--- config.mk ---
export PLATFORM = sky130hd
export DESIGN_NAME = tsr_top
export DESIGN_NICKNAME = d
export VERILOG_FILES = /design/src/hw/tsr_fifo.v /design/src/hw/tsr_top.v
export VERILOG_INCLUDE_DIRS = /design/src /design/src/hw
export SDC_FILE = /design/constraint.sdc
export NUM_CORES = 1
export LEC_CHECK = 0
export ABC_AREA = 1
export BUFFER_PORTS_ARGS = -buffer_cell sky130_fd_sc_hd__buf_4
export CORE_AREA = 2 2 218 220
export CTS_BUF_LIST = sky130_fd_sc_hd__clkbuf_8
export DETAILED_ROUTE_END_ITERATION = 10
export DIE_AREA = 0 0 220 222
export PLACE_DENSITY = 0.62
export REMOVE_ABC_BUFFERS = 1
export SKIP_LAST_GASP = 1
export SYNTH_ARGS = -nofsm -noshare
export SYNTH_HDL_FRONTEND = slang
export SYNTH_SLANG_ARGS = --single-unit
--- constraint.sdc ---
create_clock -name clk -period 16.3 [get_ports clk]
set_input_delay 1.63 -clock clk [delete_from_list [all_inputs] [get_ports clk]]
set_output_delay 1.63 -clock clk [all_outputs]
set_load 0.02 [all_outputs]
--- src/hw/tsr_regs.vh ---
// What this block does
// - reset command clears timestamp counter to zero
// - counter advances once every sample clock
// - each trigger pushes counter value into fifo unless full
// - host reads fifo without disturbing sampling
// - reference mode aligns counter to seconds pulse
// - reference stamp is 64 bits, seconds and sub
// - seconds count pulses since last reset command
// - sub-second clears on pulse edge, counts samples
// - one rising trigger output edge per acquisition
`ifndef TSR_REGS_VH
`define TSR_REGS_VH
// ********************************************************************
// stamp layout and fifo shape
// ********************************************************************
`define TSR_STAMP_W    64
`define TSR_HALF_W     32
`define TSR_FIFO_DEPTH 4
`define TSR_TRIG_HOLD  2
`endif

--- src/hw/tsr_fifo.v ---
// ********************************************************************
// the stamp fifo module sits in tsr_top.v, beside the top module
// ********************************************************************

--- src/hw/tsr_top.v ---
`include "tsr_regs.vh"
// ********************************************************************
// trigger timestamp recorder top
// ********************************************************************
module tsr_top #(
  parameter DEPTH = `TSR_FIFO_DEPTH,
  parameter AW    = 2
) (
  input  wire                   clk,
  input  wire                   rst,
  input  wire                   stamp_clear,   // reset command pulse
  input  wire                   ref_mode,      // seconds-pulse mode
  input  wire                   pps_in,        // 1 Hz reference
  input  wire                   trig_in,       // external trigger
  input  wire                   acq_start,     // new acquisition arm
  output reg                    trig_out,      // trigger output
  output reg                    rd_valid,      // host word present
  input  wire                   rd_ready,      // host takes word
  output reg  [`TSR_STAMP_W-1:0] rd_data,      // host word
  output reg                    fifo_empty,
  output reg                    fifo_full,
  output reg                    stamp_lost     // trigger hit full fifo
);
  // ******************************************************************
  // counters
  // ******************************************************************
  reg  [`TSR_STAMP_W-1:0] cnt_q;     // free running stamp
  reg  [`TSR_HALF_W-1:0]  sec_q;     // whole seconds
  reg  [`TSR_HALF_W-1:0]  sub_q;     // samples since pulse
  reg                     pps_q;     // pulse delayed for edge
  reg  [1:0]              trg_q;     // trigger history
  reg                     fired_q;   // first trigger seen
  reg                     lost_q;
  wire                    pps_rise;
  wire                    trg_evt;
  wire [`TSR_STAMP_W-1:0] stamp;
  wire                    in_ready;
  wire                    f_valid;
  wire [`TSR_STAMP_W-1:0] f_data;
  wire                    f_empty;
  wire                    f_full;

  // pulse edge; inputs are synchronous so no extra stage
  assign pps_rise = pps_in & ~pps_q;
  // trigger recognised after two high samples, source keeps it there
  assign trg_evt  = trig_in & trg_q[0] & ~trg_q[1];

  // stamp counter, clear command wins over counting
  always @(posedge clk or posedge rst)
  begin
    if (rst)
      cnt_q <= {`TSR_STAMP_W{1'b0}};
    else if (stamp_clear)
      cnt_q <= {`TSR_STAMP_W{1'b0}};
    else
      cnt_q <= cnt_q + 1'b1;
  end

  // reference mode seconds and sub-second halves
  always @(posedge clk or posedge rst)
  begin
    if (rst)
    begin
      sec_q <= {`TSR_HALF_W{1'b0}};
      sub_q <= {`TSR_HALF_W{1'b0}};
      pps_q <= 1'b0;
    end
    else
    begin
      pps_q <= pps_in;
      if (stamp_clear)
      begin
        sec_q <= {`TSR_HALF_W{1'b0}};
        sub_q <= {`TSR_HALF_W{1'b0}};
      end
      else if (pps_rise)
      begin
        sec_q <= sec_q + 1'b1;
        sub_q <= {`TSR_HALF_W{1'b0}};
      end
      else
        sub_q <= sub_q + 1'b1;
    end
  end

  // choose stamp form: seconds high, sub-second low
  assign stamp = ref_mode ? {sec_q, sub_q} : cnt_q;

  // trigger history and output edge, one per acquisition
  always @(posedge clk or posedge rst)
  begin
    if (rst)
    begin
      trg_q    <= 2'b00;
      fired_q  <= 1'b0;
      trig_out <= 1'b0;
      lost_q   <= 1'b0;
    end
    else
    begin
      trg_q <= {trg_q[0], trig_in};
      if (acq_start)
      begin
        fired_q  <= 1'b0;
        trig_out <= 1'b0;
      end
      else if (trg_evt & ~fired_q)
      begin
        fired_q  <= 1'b1;
        trig_out <= 1'b1;
      end
      // sticky loss flag, cleared by the reset command; set wins
      if (trg_evt & ~in_ready)
        lost_q <= 1'b1;
      else if (stamp_clear)
        lost_q <= 1'b0;
    end
  end

  // ******************************************************************
  // stamp fifo, drained by host at its own pace
  // ******************************************************************
  tsr_fifo #(
    .WIDTH (`TSR_STAMP_W),
    .DEPTH (DEPTH),
    .AW    (AW)
  ) u_fifo (
    .clk       (clk),
    .rst       (rst),
    .in_valid  (trg_evt),
    .in_ready  (in_ready),
    .in_data   (stamp),
    .out_valid (f_valid),
    .out_ready (rd_ready & rd_valid & ~f_empty),
    .out_data  (f_data),
    .empty     (f_empty),
    .full      (f_full)
  );

  // registered outputs; the host word trails the fifo head by a cycle,
  // so after each pop the word is hidden for one cycle while the next
  // head settles into rd_data
  always @(posedge clk or posedge rst)
  begin
    if (rst)
    begin
      rd_valid   <= 1'b0;
      rd_data    <= {`TSR_STAMP_W{1'b0}};
      fifo_empty <= 1'b1;
      fifo_full  <= 1'b0;
      stamp_lost <= 1'b0;
    end
    else
    begin
      fifo_empty <= f_empty;
      fifo_full  <= f_full;
      stamp_lost <= lost_q;
      // host took the word: drop valid, the head advances meanwhile
      if (rd_ready & rd_valid)
        rd_valid <= 1'b0;
      else
      // mirror the head, which only moves on a pop
      begin
        rd_valid <= f_valid;
        rd_data  <= f_data;
      end
    end
  end
endmodule // tsr_top

// ********************************************************************
// small flop fifo, valid/ready on both sides
// ********************************************************************
module tsr_fifo #(
  parameter WIDTH = 64,
  parameter DEPTH = 4,
  parameter AW    = 2
) (
  input  wire             clk,
  input  wire             rst,
  input  wire             in_valid,
  output wire             in_ready,
  input  wire [WIDTH-1:0] in_data,
  output wire             out_valid,
  input  wire             out_ready,
  output wire [WIDTH-1:0] out_data,
  output wire             empty,
  output wire             full
);
  reg [WIDTH-1:0] mem_q [0:DEPTH-1]; // storage flops
  reg [AW-1:0]    wr_q;              // write index
  reg [AW-1:0]    rd_q;              // read index
  reg [AW:0]      cnt_q;             // fill level
  wire push;
  wire pop;
  // full refuses the push, stored words stay intact
  assign full      = (cnt_q == DEPTH[AW:0]);
  assign empty     = (cnt_q == {(AW+1){1'b0}});
  assign in_ready  = ~full;
  assign out_valid = ~empty;
  assign out_data  = mem_q[rd_q];
  assign push      = in_valid & ~full;
  assign pop       = out_ready & ~empty;
  // pointer and level bookkeeping
  always @(posedge clk or posedge rst)
  begin
    if (rst)
    begin
      wr_q  <= {AW{1'b0}};
      rd_q  <= {AW{1'b0}};
      cnt_q <= {(AW+1){1'b0}};
    end
    else
    begin
      if (push)
        wr_q <= (wr_q == DEPTH[AW-1:0] - 1'b1) ? {AW{1'b0}} : wr_q + 1'b1;
      if (pop)
        rd_q <= (rd_q == DEPTH[AW-1:0] - 1'b1) ? {AW{1'b0}} : rd_q + 1'b1;
      if (push & ~pop)
        cnt_q <= cnt_q + 1'b1;
      else if (pop & ~push)
        cnt_q <= cnt_q - 1'b1;
    end
  end
  // data write, no reset needed on storage
  always @(posedge clk)
  begin
    if (push)
      mem_q[wr_q] <= in_data;
  end
endmodule // tsr_fifo

==> reports/qor.txt, run 1 <==
status - complete, no violations
CP max stage delay - 0.47 ns
layout cells sized above 1 - 10.5%
area of the multi-input gates - 6970 sq um
worst path cell trace - buf_4 > nand2_4 > nor2_1 > inv_1 > ha_1 > inv_1 > fa_1 > a21oi_1 > o21ai_0 > xor2_1
Worst-path clk slew - 0.06 ns
MaxCap Viol Count - 0
cell area after layout - 23,400 sq um
DIE AREA - 48,800 sq um
CTS tree - built
register area share after synthesis - 62.2%
DPL Wire Length - 33.6 mm
Mean Syn Cell Area - 9.28 sq um
Slew headroom - 21.0%
clk_lat worst skew - 0.63 ns
global-route usage over all layers - 22.0%
Setup CP Type - in -> reg
total gr overflow - 0
Placed Area - 21,900 sq um
CTS buffer count - 77
multiplexer area fraction after synthesis - 0.435%
CP Capture Type - register
Post-Synth Simple-Gate Area - 21.9%
post-synthesis xor/xnor area fraction - 0.676%
Die W - 220 um
initial antenna violation count - 2
Yosys reg bits - 464
Iter 0 DRT Violations - 1,488
fmax - 325 MHz
PostCTS Resize Cnt - 0
total power - 3.24 mW
Peak VDD IR - 0.0000821 V
worst slew pin tran - 1.19 ns
leading area contributor after synthesis - edfxtp_1
first-pass GRT wire length - 83.2 mm
Area growth syn-to-layout - 13.0%
worst-path maximum fanout - 56
Synth Area in Compound Gates - 9.81%
Clock Sink Count - 464
vias per cell - 5.20
setup TNS - 0 ns
DR vias - 15,500
synth cell count leaders - nor2_1, nand2_1, edfxtp_1
Wirelength per Cell - 17.4 um
Critical Path Source Type - input pin
Yosys top cell area share - 37.1%
synth top area cells - edfxtp_1, dfrtp_1, nor2_1
most used cell, CP - inv_1
Post-Synth Adder-Cell Area - 0.640%
fin crit share - 18.9%
Setup Buffers After CTS - 0
async set-or-reset flop fraction in the synthesized netlist - 44.8%
Slew Limit Fails - 0
FP Rows - 79
Die Ht - 222 um
final setup margin - 13.23 ns
fillcell total - 4,296
RSZ-0062 raised after global routing - false
Mapped Cells - 2,233
leak pwr - 8.81 nW
final core occ - 50.6%
Ports - 77
drt pass-1 iters - 5
pwr dens - 139 nW/um^2
Synth cell types - 34
htree depth - 3
final setup violation count - 0
CORE AREA - 46,300 sq um
worst hold path class - reg -> reg
register area - 12,900 sq um
slowest CP cell - nand2_4
CTS root buffer - clkbuf_8
Most used DFF post-synth - edfxtp_1
Max clock buf depth - 3
DRC violation count after routing - 0
setup slack at placement - 12.53 ns
largest family of logic cells by synthesized area - simple AND/OR/NAND/NOR gates
Synth Warn # - 0
final WL - 52.0 mm
Hold Vio Cnt, Final - 0
Syn Std Cell Area - 20,700 sq um
critical path required time - 16.79 ns
Final nets - 2,338
largest net degree at the start of global routing - 130
Final min period - 3.07 ns
vias in the first global route - 15,300
PortBufs - 76
crit path DAT - 3.57 ns
CTS Hold Bufs - 0
global placer's final weighted congestion - 0.973
Starting Density - 44.8%
Clock Skew - 0.0157 ns
EDFF count, synth - 256
count leader, synth - nor2_1
ANT nets after route - 0
==> power by group <==
group	switching (mW)	internal (mW)
sequential	0.0896	1.37
combinational	0.500	0.268
clock	0.456	0.561
total	1.05	2.20
==> cell usage in the layout (no fill, tap or decap), types with 2 or more instances in the layout <==
| cell | n |
|---|---|
| edfxtp_1 | 256 |
| clkinv_1 | 13 |
| nor3_1 | 32 |
| o21ai_1 | 8 |
| o21a_1 | 3 |
| o21ai_0 | 242 |
| diode_2 | 2 |
| and3_1 | 2 |
| xor2_1 | 15 |
| nand2_4 | 5 |
| nand4_1 | 13 |
| nor2_4 | 13 |
| dfrtp_1 | 205 |
| inv_6 | 2 |
| nor2_2 | 10 |
| nand2_1 | 372 |
| buf_4 | 89 |
| inv_2 | 4 |
| mux2_2 | 8 |
| a21oi_1 | 66 |
| bufinv_16 | 6 |
| clkinvlp_4 | 2 |
| clkbuf_8 | 82 |
| o21ai_2 | 2 |
| a31oi_1 | 66 |
| nor2_8 | 2 |
| nand2_2 | 10 |
| nand3_1 | 54 |
| inv_1 | 175 |
| ha_1 | 9 |
| clkinv_2 | 8 |
| nor2_1 | 594 |
| nor3_2 | 4 |
==> layer usage <==
layer,routed length [um],GRT usage [%],vias up
li1,-,-,7616
met1,24000,30.8,7463
met2,23700,34.4,384
met3,2920,3.99,86
met4,1310,7.99,0
met5,0,0,-
==> worst paths after layout <==
| path | from | endpoint | slack (ns) | depth (start not counted) |
|---|---|---|---|---|
| worst min-delay path | trg_q[0] | trg_q[1] | 0.39 | 0 |
| worst min register to register | trg_q[0] | trg_q[1] | 0.39 | 0 |
| min in group asynchronous | rst | rd_data[8] | 1.12 | 2 |
| worst max-delay path | rd_ready | u_fifo.cnt_q[2] | 13.23 | 10 |
| max in group asynchronous | rst | cnt_q[7] | 13.77 | 3 |
| worst max register to register | rd_valid | u_fifo.cnt_q[2] | 13.91 | 9 |
==> sequential cells by signal, indices dropped and copies added (netlist names) <==
| register | cells |
|---|---|
| fifo_empty | 1 |
| fifo_full | 1 |
| trg_q | 2 |
| stamp_lost | 1 |
| sub_q | 32 |
| u_fifo.rd_q | 2 |
| u_fifo.wr_q | 2 |
| rd_valid | 1 |
| fired_q | 1 |
| sec_q | 32 |
| u_fifo.mem_q | 256 |
| cnt_q | 64 |
| lost_q | 1 |
| rd_data | 64 |
| u_fifo.cnt_q | 3 |
| pps_q | 1 |
==> through the flow <==
step	hold slack (ns)	std cells
final	0.391	2989
after global routing	0.413	2988
after CTS	0.390	2987
after detailed placement	0.383	2848
after global placement	0.370	2848
after floorplan	0.354	2152
==> cells by family (layout without fill, tap and decap cells) <==
group	count (synthesis)	after routing
buf+inv	235	382
xor+xnor	16	16
fa+ha+maj	10	10
compound gates	387	387
other cells	0	2
mux	8	8
flops	464	464
simple gates	1113	1113
==> area by class of cell <==
class                           count  share of cell area [%]
Clock inverter                     57                    1.70
Clock buffer                       82                    4.82
Inverter                          154                    2.50
Tap cell                          607                    3.24
Sequential cell                   464                    55.1
Timing Repair Buffer               89                    2.85
Antenna cell                        2                  0.0214
Multi-Input combinational cell   1534                    29.8
==> critical path: cells and delay by family <==
kind / cells / cell delay, ns
adder cells (fa/ha/maj): 2 / 0.51
XOR/XNOR: 1 / 0.17
buffers and inverters: 3 / 0.28
AO/OA/AOI/OAI: 2 / 0.28
AND/OR/NAND/NOR: 2 / 0.69
No activity file was read; power rests on OpenSTA's default activity.
==> run 2: changes to the inputs <==
Clock period 16.3 ns to 3.1 ns, I/O delays scaled along.
==> run 2 against run 1 <==
Compared with the run above: critical endpoint is now u_fifo.cnt_q[1]; critical path depth decreased by 2; final area up 1.5%; first-iteration DRC count fell by 20%.
==> reports/qor.txt, run 2 (synthesized netlist as in run 1, its figures left out) <==
capturing point of the worst reg2reg path - u_fifo.cnt_q[1]
PortBufs - 76
Final min period - 2.40 ns
Sequential Power Share - 43.8%
CP max stage delay - 0.44 ns
Max clock buf depth - 3
crit path DAT - 2.93 ns
worst-path maximum fanout - 5
initial antenna violation count - 1
fin crit share - 77.3%
Ports - 77
worst path cell trace - nor3_1 > inv_1 > nand2_1 > inv_1 > ha_1 > inv_1 > fa_1 > mux2_2
final setup violation count - 0
Die W - 220 um
Post-Place Cells - 2,859
CTS tree - built
largest net degree at the start of global routing - 131
area of the multi-input gates - 6970 sq um
CTS root buffer - clkbuf_8
hold_ws - 0.196 ns
cell area after layout - 23,800 sq um
CTS buffer count - 79
most frequent cells in the layout - nor2_1, nand2_1, edfxtp_1
R2R depth - 8
final core occ - 51.4%
NetSw - 5.72 mW
setup TNS - 0 ns
register area - 12,900 sq um
CP Capture Type - register
Iter 0 DRT Violations - 1,196
DPL Wire Length - 36.0 mm
global-route usage over all layers - 22.9%
Setup Buffers After CTS - 0
htree depth - 3
drt pass-1 iters - 5
FP Rows - 79
r2r setup slk - 0.70 ns
vias in the first global route - 15,500
final WL - 54.5 mm
MaxCap Viol Count - 0
Placed Area - 22,100 sq um
CORE AREA - 46,300 sq um
fillcell total - 4,297
worst hold path class - in -> reg
worst flop-to-flop path startpoint - u_fifo.cnt_q[0]
critical path required time - 3.63 ns
biggest regs - u_fifo.mem_q x256, cnt_q x64, rd_data x64
setup slack at placement - 0.697 ns
Pint - 11.7 mW
max reg flops - 256
DIE AREA - 48,800 sq um
Clock Skew - 0.0331 ns
layout cells sized above 1 - 11.4%
Peak VDD IR - 0.000722 V
DR vias - 15,800
Critical Path Source Type - register
total power - 17.4 mW
final setup margin - 0.702 ns
hold_sp - stamp_clear
Slew Limit Fails - 0
fmax - 417 MHz
Starting Density - 44.8%
Clock power frac - 31.8%
PostCTS Resize Cnt - 0
DRC violation count after routing - 0
Die Ht - 222 um
total gr overflow - 0
WP buf/inv - 3
Post-Layout Cell Count - 3,012
Hold Vio Cnt, Final - 0
most used cell, CP - inv_1
Final nets - 2,356
Setup CP Type - reg -> reg
Worst-path clk slew - 0.06 ns
Area growth syn-to-layout - 14.7%
Clock Sink Count - 464
Top delay family on crit path - adder cells
pwr dens - 733 nW/um^2
clk_lat worst skew - 0.66 ns
worst slew pin tran - 1.09 ns
Gate power share - 24.5%
first-pass GRT wire length - 86.1 mm
slowest CP cell - dfrtp_1
global placer's final weighted congestion - 0.931
Slew headroom - 26.9%
Wirelength per Cell - 18.1 um
RSZ-0062 raised after global routing - false
vias per cell - 5.25
hold endpoint - cnt_q[62]
switch share - 32.8%
Hold Path Depth - 2
ANT nets after route - 0
leak pwr - 8.99 nW
status - complete, no violations
largest reg by FF count - u_fifo.mem_q
most common cell after layout, fill and taps aside - nor2_1
[run 2: cell type report]
type,count,share of cell area (%)
Sequential cell,464,54.3
Multi-Input combinational cell,1534,29.3
Clock buffer,97,5.62
Timing Repair Buffer,105,3.95
Tap cell,607,3.20
Inverter,154,2.46
Clock inverter,50,1.17
Antenna cell,1,0.0105
[run 2: power by group through the flow]
stage | Clock (mW) | Sequential [mW] | Combinational, mW
global placement | 0 | 7.73 | 4.27
detailed placement | 0 | 7.75 | 4.34
global route | 5.95 | 7.71 | 4.77
finish | 5.54 | 7.63 | 4.27
CTS | 5.67 | 7.64 | 4.35
floorplan | 0 | 8.39 | 1.85
[run 2: routing by layer]
metal | GRT usage (%) | wire [um]
met5 | 0 | 0
met4 | 6.49 | 897
met3 | 4.02 | 3180
met2 | 36.0 | 25300
met1 | 32.6 | 25100
[run 2: how the worst max path moves through the flow]
stage / from / depth (start not counted) / slack (ns) / end
2_1_floorplan: rst / 1 / -2.89 / cnt_q[0]
3_3_place_gp: u_fifo.cnt_q[0] / 8 / 0.73 / u_fifo.cnt_q[1]
3_5_place_dp: u_fifo.cnt_q[0] / 8 / 0.70 / u_fifo.cnt_q[1]
4_1_cts: u_fifo.cnt_q[0] / 8 / 0.69 / u_fifo.cnt_q[1]
5_1_grt: u_fifo.cnt_q[0] / 8 / 0.55 / u_fifo.cnt_q[1]
6_report: u_fifo.cnt_q[0] / 8 / 0.70 / u_fifo.cnt_q[1]
[run 2: timing repair]
item                                    CTS  global route
hold buffers                              5             0
endpoints found under the setup margin    0             0
endpoints found under the hold margin    87             0
==> run 3: changes to the inputs <==
Settings changed: PLACE_DENSITY 0.62 to 0.64.
Clock period 3.1 ns to 2 ns, I/O delays scaled along.
==> run 3 against run 2 <==
Compared with the run above: clock-buffer cell count fell by 11; total power rose by 53%; final area increased by 1.1%; setup slack worse by 0.61 ns; hold slack lost 0.0092 ns; cell count is 0.93% higher; sequential cell count unchanged; clock power rose by 44%; non-clock buffer count is 35 higher; global-route usage grew 0.24 points.
==> reports/qor.txt, run 3 (synthesized netlist as in run 1, its figures left out) <==
Peak VDD IR - 0.000911 V
Wirelength per Cell - 18.1 um
switch share - 32.8%
FP Rows - 79
critical path required time - 2.52 ns
Die W - 220 um
Area growth syn-to-layout - 15.9%
CP max stage delay - 0.38 ns
Hold Vio Cnt, Final - 0
WP buf/inv - 3
hold_ws - 0.187 ns
CORE AREA - 46,300 sq um
Clock Sink Count - 464
Final min period - 1.91 ns
fin crit share - 95.5%
initial antenna violation count - 0
global-route usage over all layers - 23.1%
global placer's final weighted congestion - 0.929
total gr overflow - 0
Ports - 77
pwr dens - 1110 nW/um^2
crit path DAT - 2.43 ns
slowest CP cell - dfrtp_1
DIE AREA - 48,800 sq um
clk_lat worst skew - 0.65 ns
ANT nets after route - 0
Setup CP Type - reg -> reg
CTS buffer count - 77
MaxCap Viol Count - 0
Slew Limit Fails - 0
Starting Density - 44.8%
CTS tree - built
Critical Path Source Type - register
total power - 26.6 mW
RSZ-0062 raised after global routing - true
Pint - 17.9 mW
fmax - 523 MHz
worst slew pin tran - 0.791 ns
Post-Layout Cell Count - 3,040
biggest regs - u_fifo.mem_q x256, cnt_q x64, rd_data x64
PortBufs - 76
Final nets - 2,389
Worst-path clk slew - 0.06 ns
worst-path maximum fanout - 3
leak pwr - 9.12 nW
DRC violation count after routing - 0
CP Capture Type - register
Iter 0 DRT Violations - 1,397
Slew headroom - 46.7%
Sequential Power Share - 44.4%
Clock Skew - 0.0328 ns
Clock power frac - 29.9%
Gate power share - 25.7%
status - complete, no violations
NetSw - 8.74 mW
max reg flops - 256
largest reg by FF count - u_fifo.mem_q
Die Ht - 222 um
worst hold path class - in -> async
vias per cell - 5.27
Max clock buf depth - 3
final core occ - 51.9%
vias in the first global route - 15,800
drt pass-1 iters - 5
DPL Wire Length - 37.1 mm
Placed Area - 22,500 sq um
first-pass GRT wire length - 87.5 mm
most frequent cells in the layout - nor2_1, nand2_1, edfxtp_1
Top delay family on crit path - adder cells
Post-Place Cells - 2,892
DR vias - 16,000
CTS root buffer - clkbuf_8
most common cell after layout, fill and taps aside - nor2_1
worst path cell trace - buf_4 > nor3_2 > nor2_1 > inv_1 > ha_2 > inv_2 > fa_2 > a21oi_1 > o21ai_1 > xor2_1
final setup violation count - 0
final WL - 55.0 mm
htree depth - 3
layout cells sized above 1 - 12.5%
largest net degree at the start of global routing - 129
cell area after layout - 24,000 sq um
run 3: cell count changes in the layout (fill, tap and decap cells not counted), moves of 2 or more:
| cell | before | now |
|---|---|---|
| buf_4 | 89 | 114 |
| clkbuf_8 | 97 | 86 |
| buf_12 | 11 | 20 |
| clkinv_1 | 7 | 14 |
| inv_1 | 178 | 174 |
| nor2_1 | 594 | 591 |
| nor2_2 | 10 | 13 |
| inv_8 | 3 | 1 |
| nor3_1 | 32 | 30 |
| nor3_2 | 4 | 6 |
run 3: metrics by stage:
stage | setup TNS [ns] | setup slack [ns]
final | 0 | 0.0895
after global routing | -0.00914 | -0.00621
after CTS | 0 | 0.0126
after detailed placement | -0.0144 | -0.0144
after global placement | 0 | 0.0838
after floorplan | -1417.36 | -3.88
run 3: path summary, 6_finish.rpt:
check                           startpoint  cells after the start              end  slack (ns)
setup reg to reg           u_fifo.cnt_q[2]                     10  u_fifo.cnt_q[2]        0.09
min in group clk                   trig_in                      2         trg_q[0]        0.22
hold reg to reg                   trg_q[0]                      0         trg_q[1]        0.38
max in group asynchronous              rst                      4       fifo_empty        1.12
setup / recovery           u_fifo.cnt_q[2]                     10  u_fifo.cnt_q[2]        0.09
hold / removal                         rst                      3      rd_data[27]        0.19
run 3: tightest hold or removal path: cells and delay by family:
kind | cells | cell delay [ns]
buffers and inverters | 3 | 1.07
run 3: per-layer routing:
layer / routed length, um / global-route usage, % / vias up
met5: 0 / 0 / -
met4: 1260 / 7.71 / 0
met3: 2950 / 3.46 / 77
met2: 25100 / 35.2 / 422
met1: 25700 / 33.8 / 7792
li1: - / - / 7716
run 3: final cells by class:
type / instances / area (sq um)
fill: 4253 / 22200
sequential: 464 / 12900
timing repair buffer: 140 / 1320
clock buffer: 86 / 1180
inverter: 154 / 586
clock inverter: 54 / 284
multi-input combinational: 1534 / 6990
tap: 607 / 759
antenna: 1 / 2.50
run 3: what timing repair did:
action                                  in CTS  in global routing
setup buffers                                0                  1
hold buffers                                 6                  0
pin swaps                                    0                  1
endpoints found under the setup margin       1                  6
gates cloned                                 0                  0
hold endpoints to repair                    76                  0
resized for setup                            1                  9
run 3: power by group through the flow:
| stage | combinational [mW] | clock (mW) | sequential [mW] |
|---|---|---|---|
| final | 6.84 | 7.98 | 11.8 |
| after floorplan | 2.87 | 0 | 13.0 |
| after CTS | 6.90 | 8.21 | 11.8 |
| after detailed placement | 6.87 | 0 | 12.0 |
| after global placement | 6.73 | 0 | 12.0 |
| after global routing | 7.59 | 8.62 | 11.9 |
